## config.mk

```make
export PLATFORM = sky130hd
export DESIGN_NAME = clv_spindle_servo
export DESIGN_NICKNAME = d
export VERILOG_FILES = /design/src/rtl/clv_spindle_servo.v
export VERILOG_INCLUDE_DIRS = /design/src /design/src/rtl
export SDC_FILE = /design/constraint.sdc
export NUM_CORES = 1
export LEC_CHECK = 0
export ABC_CLOCK_PERIOD_IN_PS = 2700
export BUFFER_PORTS_ARGS = -buffer_cell sky130_fd_sc_hd__buf_2
export CORE_AREA = 2 2 110 112
export DETAILED_ROUTE_END_ITERATION = 16
export DIE_AREA = 0 0 112 114
export SLEW_MARGIN = 20
export SYNTH_ARGS = -nofsm -noshare
export SYNTH_HDL_FRONTEND = slang
export SYNTH_SLANG_ARGS = --single-unit
```

## constraint.sdc

```tcl
create_clock -name sys_clk -period 2.7 [get_ports sys_clk]
set_input_delay 0.54 -clock sys_clk [delete_from_list [all_inputs] [get_ports sys_clk]]
set_output_delay 0.54 -clock sys_clk [all_outputs]
set_load 0.02 [all_outputs]
```

## src/rtl/clv_servo_defines.vh

```
/*
 Constants for the constant-linear-velocity spindle servo: mode codes,
 frame-width thresholds and phase-mode timing figures.
 Assumes inclusion by bare name from the servo module only.
*/
`ifndef CLV_SERVO_DEFINES_VH
`define CLV_SERVO_DEFINES_VH

// ----------------------------------------------------------------------
// Servo mode codes (servoModeReg)
// ----------------------------------------------------------------------
`define MODE_FORWARD   3'h0
`define MODE_REVERSE   3'h1
`define MODE_SPEED     3'h2
`define MODE_HSPEED    3'h3
`define MODE_PHASE     3'h4
`define MODE_AUTO      3'h5
`define MODE_VCO       3'h6
`define MODE_STOP      3'h7
`define MODE_RESET     3'h7

// ----------------------------------------------------------------------
// Frame sync widths, in VCO periods
// ----------------------------------------------------------------------
`define WIDTH_SHORT    8'h15
`define WIDTH_NOMINAL  8'h16
`define WIDTH_LONG     8'h17

// ----------------------------------------------------------------------
// Phase mode: high-period offset and scale of the phase pulse; automatic-mode lock sample and unlock count
// ----------------------------------------------------------------------
`define PHASE_OFFSET   12'h116
`define PHASE_SCALE    5
`define LOCK_SAMPLE    4'hf
`define UNLOCK_COUNT   4'h8

// ----------------------------------------------------------------------
// Hold clock dividers: peak hold /2,/4; bottom hold /16,/32; seek /256
// ----------------------------------------------------------------------
`define PEAK_DIV_LO    6'h01
`define PEAK_DIV_HI    6'h03
`define BOT_DIV_LO     6'h0f
`define BOT_DIV_HI     6'h1f
`define SEEK_DIV       8'hff

`endif

```

## src/rtl/clv_spindle_servo.v

```verilog
/*
 Constant-linear-velocity spindle servo. Drives the four spindle outputs
 toward an external motor driver from the selected servo mode.
 Assumes all inputs are synchronous to sys_clk: frame strobes, VCO ticks
 and the crystal-based seek tick arrive as one-cycle enables or levels.
*/
`timescale 1ns/1ps
`include "clv_servo_defines.vh"

module clv_spindle_servo #(
   parameter WIDTH_BITS = 8,
   parameter COUNT_BITS = 12
) (
   // Clock, reset, enable
   input  wire       sys_clk,
   input  wire       rst,
   input  wire       clkEn,
   // Host settings
   input  wire [2:0] servoModeReg,
   input  wire       speedGain,
   input  wire       peakHoldSel,
   input  wire       bottomHoldSel,
   input  wire       phaseSourceSelect,
   // Timing sources
   input  wire       vcoTick,
   input  wire       vcoHalfTick,
   input  wire       crystalFrame,
   input  wire       playbackFrame,
   input  wire       readBaseFrame,
   input  wire       writeBaseFrame,
   input  wire       seekTick,
   input  wire       syncPulse,
   input  wire       syncCoincide,
   // Spindle outputs
   output reg        spindleDriveOut,
   output reg        spindleDriveOe,
   output reg        spindlePhaseOut,
   output reg        spindlePhaseOe,
   output reg        spindleFilterCtl,
   output reg        spindleMotorOn,
   output reg        frameLock,
   output reg        autoInPhase
);

   localparam ST_SPEED = 2'b01;
   localparam ST_PHASE = 2'b10;

   // ----------------------------------------------------------------------
   // Edge and divider helpers
   // ----------------------------------------------------------------------
   reg                  xtPrev_reg;
   reg                  pbPrev_reg;
   reg                  rbPrev_reg;
   reg                  wbPrev_reg;
   reg                  syncPrev_reg;
   reg [5:0]            xtDiv_reg;
   reg [7:0]            seekDiv_reg;
   reg [1:0]            xtQuarter_reg;
   reg [1:0]            pbQuarter_reg;
   wire                 xtRise = crystalFrame & ~xtPrev_reg;
   wire                 pbRise = playbackFrame & ~pbPrev_reg;
   wire                 pbFall = ~playbackFrame & pbPrev_reg;
   wire                 rbRise = readBaseFrame & ~rbPrev_reg;
   wire                 wbRise = writeBaseFrame & ~wbPrev_reg;
   wire                 syncFall = ~syncPulse & syncPrev_reg;
   wire                 vcoRef = (servoModeReg == `MODE_VCO);
   // The VCO-referenced mode replaces the crystal frame by the playback frame.
   wire                 refRise = vcoRef ? pbRise : xtRise;

   function divTick;
      input [5:0] cnt;
      input [5:0] lim;
      begin
         divTick = ((cnt & lim) == lim);
      end
   endfunction

   wire [5:0] peakLim = peakHoldSel ? `PEAK_DIV_HI : `PEAK_DIV_LO;
   wire [5:0] botLim  = bottomHoldSel ? `BOT_DIV_HI : `BOT_DIV_LO;
   wire       seekMode = (servoModeReg == `MODE_HSPEED);
   // The seek peak clock has its own slow divider: mirror bursts between
   // tracks must not stay held, whatever the frame reference is doing.
   wire       peakClk = seekMode ? (seekTick && seekDiv_reg == `SEEK_DIV)
                                 : (refRise && divTick(xtDiv_reg, peakLim));
   wire       botClk  = refRise && divTick(xtDiv_reg, botLim);

   // ----------------------------------------------------------------------
   // Frame sync width: peak hold and bottom hold
   // ----------------------------------------------------------------------
   reg [WIDTH_BITS-1:0] widthCnt_reg;
   reg [WIDTH_BITS-1:0] peak_reg;
   reg [WIDTH_BITS-1:0] held_reg;
   // A single long noise pulse only lifts the peak; the bottom hold clock
   // releases the held width, so mirror and noise widths decay away.
   always @(posedge sys_clk) begin
      if (rst) begin
         widthCnt_reg <= {WIDTH_BITS{1'b0}};
         peak_reg     <= {WIDTH_BITS{1'b0}};
         held_reg     <= `WIDTH_NOMINAL;
      end else if (clkEn) begin
         if (syncPulse && vcoTick)
            widthCnt_reg <= widthCnt_reg + 1'b1;
         else if (!syncPulse)
            widthCnt_reg <= {WIDTH_BITS{1'b0}};
         if (peakClk)
            peak_reg <= {WIDTH_BITS{1'b0}};
         else if (syncFall && widthCnt_reg > peak_reg)
            peak_reg <= widthCnt_reg;
         if (botClk)
            held_reg <= peak_reg;
      end
   end

   // ----------------------------------------------------------------------
   // Phase comparison and phase pulse
   // ----------------------------------------------------------------------
   reg [COUNT_BITS-1:0] highCnt_reg;
   reg [COUNT_BITS-1:0] pulseCnt_reg;
   reg                  phaseUp_reg;
   reg                  phaseDn_reg;
   wire                 aQuarter = phaseSourceSelect ? rbRise : (pbRise && pbQuarter_reg == 2'h3);
   wire                 bQuarter = phaseSourceSelect ? wbRise : (refRise && xtQuarter_reg == 2'h3);
   wire [COUNT_BITS-1:0] excess = (highCnt_reg > `PHASE_OFFSET)
                                  ? highCnt_reg - `PHASE_OFFSET : {COUNT_BITS{1'b0}};

   always @(posedge sys_clk) begin
      if (rst) begin
         highCnt_reg  <= {COUNT_BITS{1'b0}};
         pulseCnt_reg <= {COUNT_BITS{1'b0}};
         phaseUp_reg  <= 1'b0;
         phaseDn_reg  <= 1'b0;
      end else if (clkEn) begin
         // The rising edge restarts the count with its own tick, so the count
         // at the falling edge is the whole high time of this frame only.
         if (pbRise)
            highCnt_reg <= {{(COUNT_BITS-1){1'b0}}, vcoHalfTick};
         else if (playbackFrame && vcoHalfTick)
            highCnt_reg <= highCnt_reg + 1'b1;
         if (pbFall)
            pulseCnt_reg <= (excess << `PHASE_SCALE);
         else if (pulseCnt_reg != {COUNT_BITS{1'b0}} && vcoHalfTick)
            pulseCnt_reg <= pulseCnt_reg - 1'b1;
         // Whichever quarter edge comes first opens the error window.
         if (aQuarter && bQuarter) begin
            phaseUp_reg <= 1'b0;
            phaseDn_reg <= 1'b0;
         end else if (aQuarter) begin
            if (phaseDn_reg) phaseDn_reg <= 1'b0;
            else phaseUp_reg <= 1'b1;
         end else if (bQuarter) begin
            if (phaseUp_reg) phaseUp_reg <= 1'b0;
            else phaseDn_reg <= 1'b1;
         end
      end
   end

   // ----------------------------------------------------------------------
   // Automatic phase/speed selection and lock
   // ----------------------------------------------------------------------
   reg [1:0]            autoState_reg;
   reg [3:0]            frameCnt_reg;
   reg [3:0]            lowCnt_reg;
   reg                  gainPhase_reg;

   // The selector runs in every mode, so entering automatic mode starts
   // from a state that already reflects the recent lock history.

   always @(posedge sys_clk) begin
      if (rst) begin
         // Loading the pins here keeps a level that is already high at
         // release from looking like a fresh edge.
         xtPrev_reg    <= crystalFrame;
         pbPrev_reg    <= playbackFrame;
         rbPrev_reg    <= readBaseFrame;
         wbPrev_reg    <= writeBaseFrame;
         syncPrev_reg  <= syncPulse;
         xtDiv_reg     <= 6'h00;
         seekDiv_reg   <= 8'h00;
         xtQuarter_reg <= 2'h0;
         pbQuarter_reg <= 2'h0;
         autoState_reg <= ST_SPEED;
         frameCnt_reg  <= 4'h0;
         lowCnt_reg    <= 4'h0;
         gainPhase_reg <= 1'b0;
      end else if (clkEn) begin
         xtPrev_reg   <= crystalFrame;
         pbPrev_reg   <= playbackFrame;
         rbPrev_reg   <= readBaseFrame;
         wbPrev_reg   <= writeBaseFrame;
         syncPrev_reg <= syncPulse;
         if (refRise) xtDiv_reg <= xtDiv_reg + 1'b1;
         if (seekTick) seekDiv_reg <= seekDiv_reg + 1'b1;
         if (refRise) xtQuarter_reg <= xtQuarter_reg + 1'b1;
         if (pbRise) pbQuarter_reg <= pbQuarter_reg + 1'b1;
         gainPhase_reg <= ~gainPhase_reg;
         if (pbRise) begin
            frameCnt_reg <= frameCnt_reg + 1'b1;
            if (frameCnt_reg == `LOCK_SAMPLE) begin
               case (autoState_reg)
                  ST_SPEED: begin
                     if (frameLock) autoState_reg <= ST_PHASE;
                     lowCnt_reg <= 4'h0;
                  end
                  ST_PHASE: begin
                     if (frameLock)
                        lowCnt_reg <= 4'h0;
                     else if (lowCnt_reg == `UNLOCK_COUNT - 4'h1) begin
                        autoState_reg <= ST_SPEED;
                        lowCnt_reg    <= 4'h0;
                     end else
                        lowCnt_reg <= lowCnt_reg + 1'b1;
                  end
                  default: autoState_reg <= ST_SPEED;
               endcase
            end
         end
      end
   end

   // ----------------------------------------------------------------------
   // Output mode decode
   // ----------------------------------------------------------------------
   wire autoPhase = (autoState_reg == ST_PHASE);
   reg  drive_next;
   reg  driveOe_next;
   reg  phaseOut_next;
   reg  phaseOe_next;
   reg  motor_next;
   reg  speedMode;

   always @* begin
      drive_next    = 1'b0;
      driveOe_next  = 1'b1;
      phaseOut_next = 1'b0;
      phaseOe_next  = 1'b0;
      motor_next    = 1'b1;
      speedMode     = 1'b0;
      case (servoModeReg)
         `MODE_FORWARD: drive_next = 1'b1;
         `MODE_REVERSE: drive_next = 1'b0;
         `MODE_SPEED:   speedMode  = 1'b1;
         `MODE_HSPEED:  speedMode  = 1'b1;
         `MODE_PHASE: begin
            phaseOe_next = 1'b1;
         end
         `MODE_AUTO, `MODE_VCO: begin
            speedMode    = ~autoPhase;
            phaseOe_next = autoPhase;
         end
         default: motor_next = 1'b0;
      endcase
      if (speedMode) begin
         // Low gain drives only on alternate cycles: half duty, about -6 dB
         // less effort at the driver filter.
         if (held_reg < `WIDTH_SHORT) drive_next = 1'b0;
         else if (held_reg >= `WIDTH_LONG) drive_next = 1'b1;
         else driveOe_next = 1'b0;
         if (!speedGain && !gainPhase_reg) driveOe_next = 1'b0;
      end else if (phaseOe_next) begin
         drive_next    = phaseUp_reg;
         driveOe_next  = phaseUp_reg | phaseDn_reg;
         phaseOut_next = (pulseCnt_reg != {COUNT_BITS{1'b0}});
      end
   end

   always @(posedge sys_clk) begin
      if (rst) begin
         spindleDriveOut  <= 1'b0;
         spindleDriveOe   <= 1'b1;
         spindlePhaseOut  <= 1'b0;
         spindlePhaseOe   <= 1'b0;
         spindleFilterCtl <= 1'b0;
         spindleMotorOn   <= 1'b0;
         frameLock        <= 1'b0;
         autoInPhase      <= 1'b0;
      end else if (clkEn) begin
         spindleDriveOut  <= drive_next;
         spindleDriveOe   <= driveOe_next;
         spindlePhaseOut  <= phaseOut_next;
         spindlePhaseOe   <= phaseOe_next;
         spindleFilterCtl <= 1'b0;
         spindleMotorOn   <= motor_next;
         frameLock        <= syncCoincide;
         autoInPhase      <= autoPhase;
      end
   end

endmodule

```

==> run summary <==
For this design the top-level I/O count stands at 27. In the synthesized netlist, the number of instances is 524. The number of library cell types mapped by synthesis was 63; the number of buffers added by the clock tree synthesis step was 9.

In the final design database the tool counted 587 nets. The worst-case IR drop observed on VDD is 0.428 mV. The final number of setup-violating endpoints is 0. Leaving out fill and tap cells, the most frequent cells in the layout are 85 x dfxtp_1, 62 x nor2_1, 38 x inv_1. From bottom edge to top edge, the die measures 114 µm. The run gives 2 as the deepest clock path buffer count.

The routed design has 9630 µm of wire. The worst relative slew slack came out at 49.9%. In the finished design, the share of the clock period the worst path needs comes to 83.6%. The logs give 443 MHz for the upper clock frequency limit and 0.34 ns for the clock insertion delay at the later pin of the skew report.

Setup repair after global routing left no endpoint under its margin. The number of hold buffers added after CTS was 0. The number of register bits inferred by synthesis was 90. The tree is rooted in a clkbuf_16. The power per unit of standard cell area was 689 mW/mm². Synthesis produced a netlist with a net count of 565.

Leaving out fill and tap cells, the most frequent cell in the layout is dfxtp_1. The library cell occupying the most area in the post-synthesis netlist is dfxtp_1. The clock sink count came out at 90. The tightest min-delay check is of the input pin to flip-flop type. The aggregate global routing overflow is 0. The number of max-slew violations in the final report is 0, and the clock input transition at the sequential cells of the worst setup and hold paths is 0.06 ns.

The run gives 0 as the number of warning messages in the yosys log. The tools report the DRC marker count from the first detailed-route iteration as 191. After detailed routing, the average wire length per cell comes to 13.8 µm. The flip-flop cell with the highest count after synthesis is dfxtp_1.

The count of nets left with antenna violations once routing finished came out at 0. The number of antenna diodes was 0; the count of final hold-check violations was 0. The nature of the critical path endpoint was a flip-flop.

Slew of the pin with the lowest slew margin: 0.745 ns. The shortest clock period the worst path allows after layout was 2.26 ns. Ranked by total cell area, the synthesized netlist is headed by dfxtp_1 37%, ha_1 6.1%, nor2_1 5.1%.

The run gives 6890 µm as the post-detailed-placement half-perimeter wirelength. The type of the worst setup path was flip-flop to flip-flop. In the routed layout, each cell is associated on average with a via count of 5.27. In the final layout, the share of cells above drive strength 1 is 10.3%.

The post-route setup TNS was 0 ns; the arrival time of data at the critical path endpoint was 2.47 ns. For this run, the register share of the synthesized area comes to 40.7%. Input and output buffers added on the ports amount to 25. The fraction of post-synthesis cell area in the top cell type by area is 37.4%.

After synthesis, the mean cell area works out to 8.68 µm². The run gives 0.00191 µW as the static power due to leakage. The worst setup path is launched from a flip-flop. The tool flagged a number of max-cap violations equal to 0. The cell area that synthesis handed to floorplanning was 0.00455 mm². For this run, asynchronously set or reset flops after synthesis account for 0%. Number of remaining DRC errors: 0.

The effective utilization at floorplan was 38.8%; the required time of the critical path was 2.92 ns. The first detailed-routing pass ran for 4 iterations. The logs give 0 for the initial antenna violation count and 0.00484 ns for the worst clock skew on the final layout.

The flow ran to the end, and the final reports show no timing, DRC or antenna violations. The floorplan step defined a core boundary enclosing 0.0117 mm². The tools report the total of cells resized after clock tree synthesis as 0. The count of flip-flops with a built-in enable after synthesis was 5; the worst-path maximum fanout was 10. In the global route stage, overall resource usage came out at 15.6%. The run gives 16400 µm as the wire length of the first global-routing pass. Entering global routing, the biggest net connects 66 pins.

Measured along the x axis, the die boundary spans 112 µm. Summing over every cut layer, the via total after detailed routing is 3675. The placer's final routability congestion estimate is 0.844, and the overall die area is 0.0128 mm².

TritonCTS built the clock tree. The logs give 0.370 ns for the setup slack at placement and 0.444 ns for the final worst-path setup slack. The post-synthesis to final-layout area growth is 12.5%, and the count of standard-cell rows is 40. CTS built an H-tree with a depth of 3. The via count of the first global-routing pass was 3479.

The number of setup buffers added after CTS was 0.
==> path summary, 6_finish.rpt <==
kind	from	endpoint	slack (ns)	depth (start not counted)
setup reg to reg	pulseCnt_reg[0]	pulseCnt_reg[7]	0.44	7
setup / recovery	pulseCnt_reg[0]	pulseCnt_reg[7]	0.44	7
hold reg to reg	held_reg[6]	held_reg[6]	0.49	2
hold / removal	readBaseFrame	rbPrev_reg	0.41	1
==> synth_stat cells (5+ instances only) <==
library cell	number
a21oi_1	32
clkbuf_1	12
dfxtp_1	85
edfxtp_1	5
ha_1	22
inv_1	38
mux2i_1	15
nand2_1	23
nand2b_1	7
nand3_1	13
nand3b_1	7
nand4_1	14
nor2_1	62
nor2b_1	11
nor3_1	12
nor4_1	5
o21ai_0	25
o22ai_1	16
or3_1	12
xnor2_1	14
xor2_1	16
==> metal layers <==
metal	vias up	share of wire (%)	track usage (%)	wire [µm]
li1	1907	-	-	-
met1	1706	50	20.9	4780
met2	53	45	25.7	4370
met3	9	3.8	3.40	363
met4	0	1.2	4.47	115
met5	-	0	0	0
==> worst max-delay path, cell delays in order, from the launching register on <==
cell and delay, ns:
dfxtp_1 0.34, inv_1 0.14, ha_1 0.17, nor4b_1 0.42, a41oi_1 0.32, o21ai_2 0.39, or2_2 0.27, o32ai_1 0.09
==> logic make-up (layout without fill, tap and decap cells) <==
logic type	count (synthesis)	after routing	share of synthesized area [%]
buffers and inverters	59	86	5.23
and+or+nand+nor	187	187	21.5
DFF	90	90	40.7
AOI/OAI and AO/OA	118	118	16.6
xor gates and xnor gates	30	30	5.78
adders and majority gates	23	23	6.27
muxes	16	16	3.80
other	1	1	0.0825
==> where the power goes <==
group / internal [µW] / total (µW) / switching [µW]
registers: 1430 / 1530 / 92.4
clock network: 700 / 1200 / 502
logic: 339 / 798 / 459
total: 2470 / 3530 / 1050
==> layout make-up <==
class / instances / area [µm²]
clock buffers: 13 / 270
clock inverters: 3 / 21.3
fillers: 1169 / 6590
inverters: 38 / 143
multi-input cells: 375 / 2460
flip-flops and latches: 90 / 1850
well taps: 147 / 184
repair buffers: 32 / 190
==> per-stage QoR <==
stage / power (µW) / utilization, % / hold slack [ns] / cell area [µm²] / instances
after floorplan: 2150 / - / 0.452 / 4550 / 524
after global placement: 2340 / 41.2 / 0.466 / 4830 / 682
after detailed placement: 2340 / 41.2 / 0.475 / 4830 / 682
after CTS: 3550 / 43.7 / 0.396 / 5120 / 698
after global routing: 3720 / 43.7 / 0.403 / 5120 / 698
final: 3530 / 43.7 / 0.407 / 5120 / 698
(Power assumes the default switching activity.)
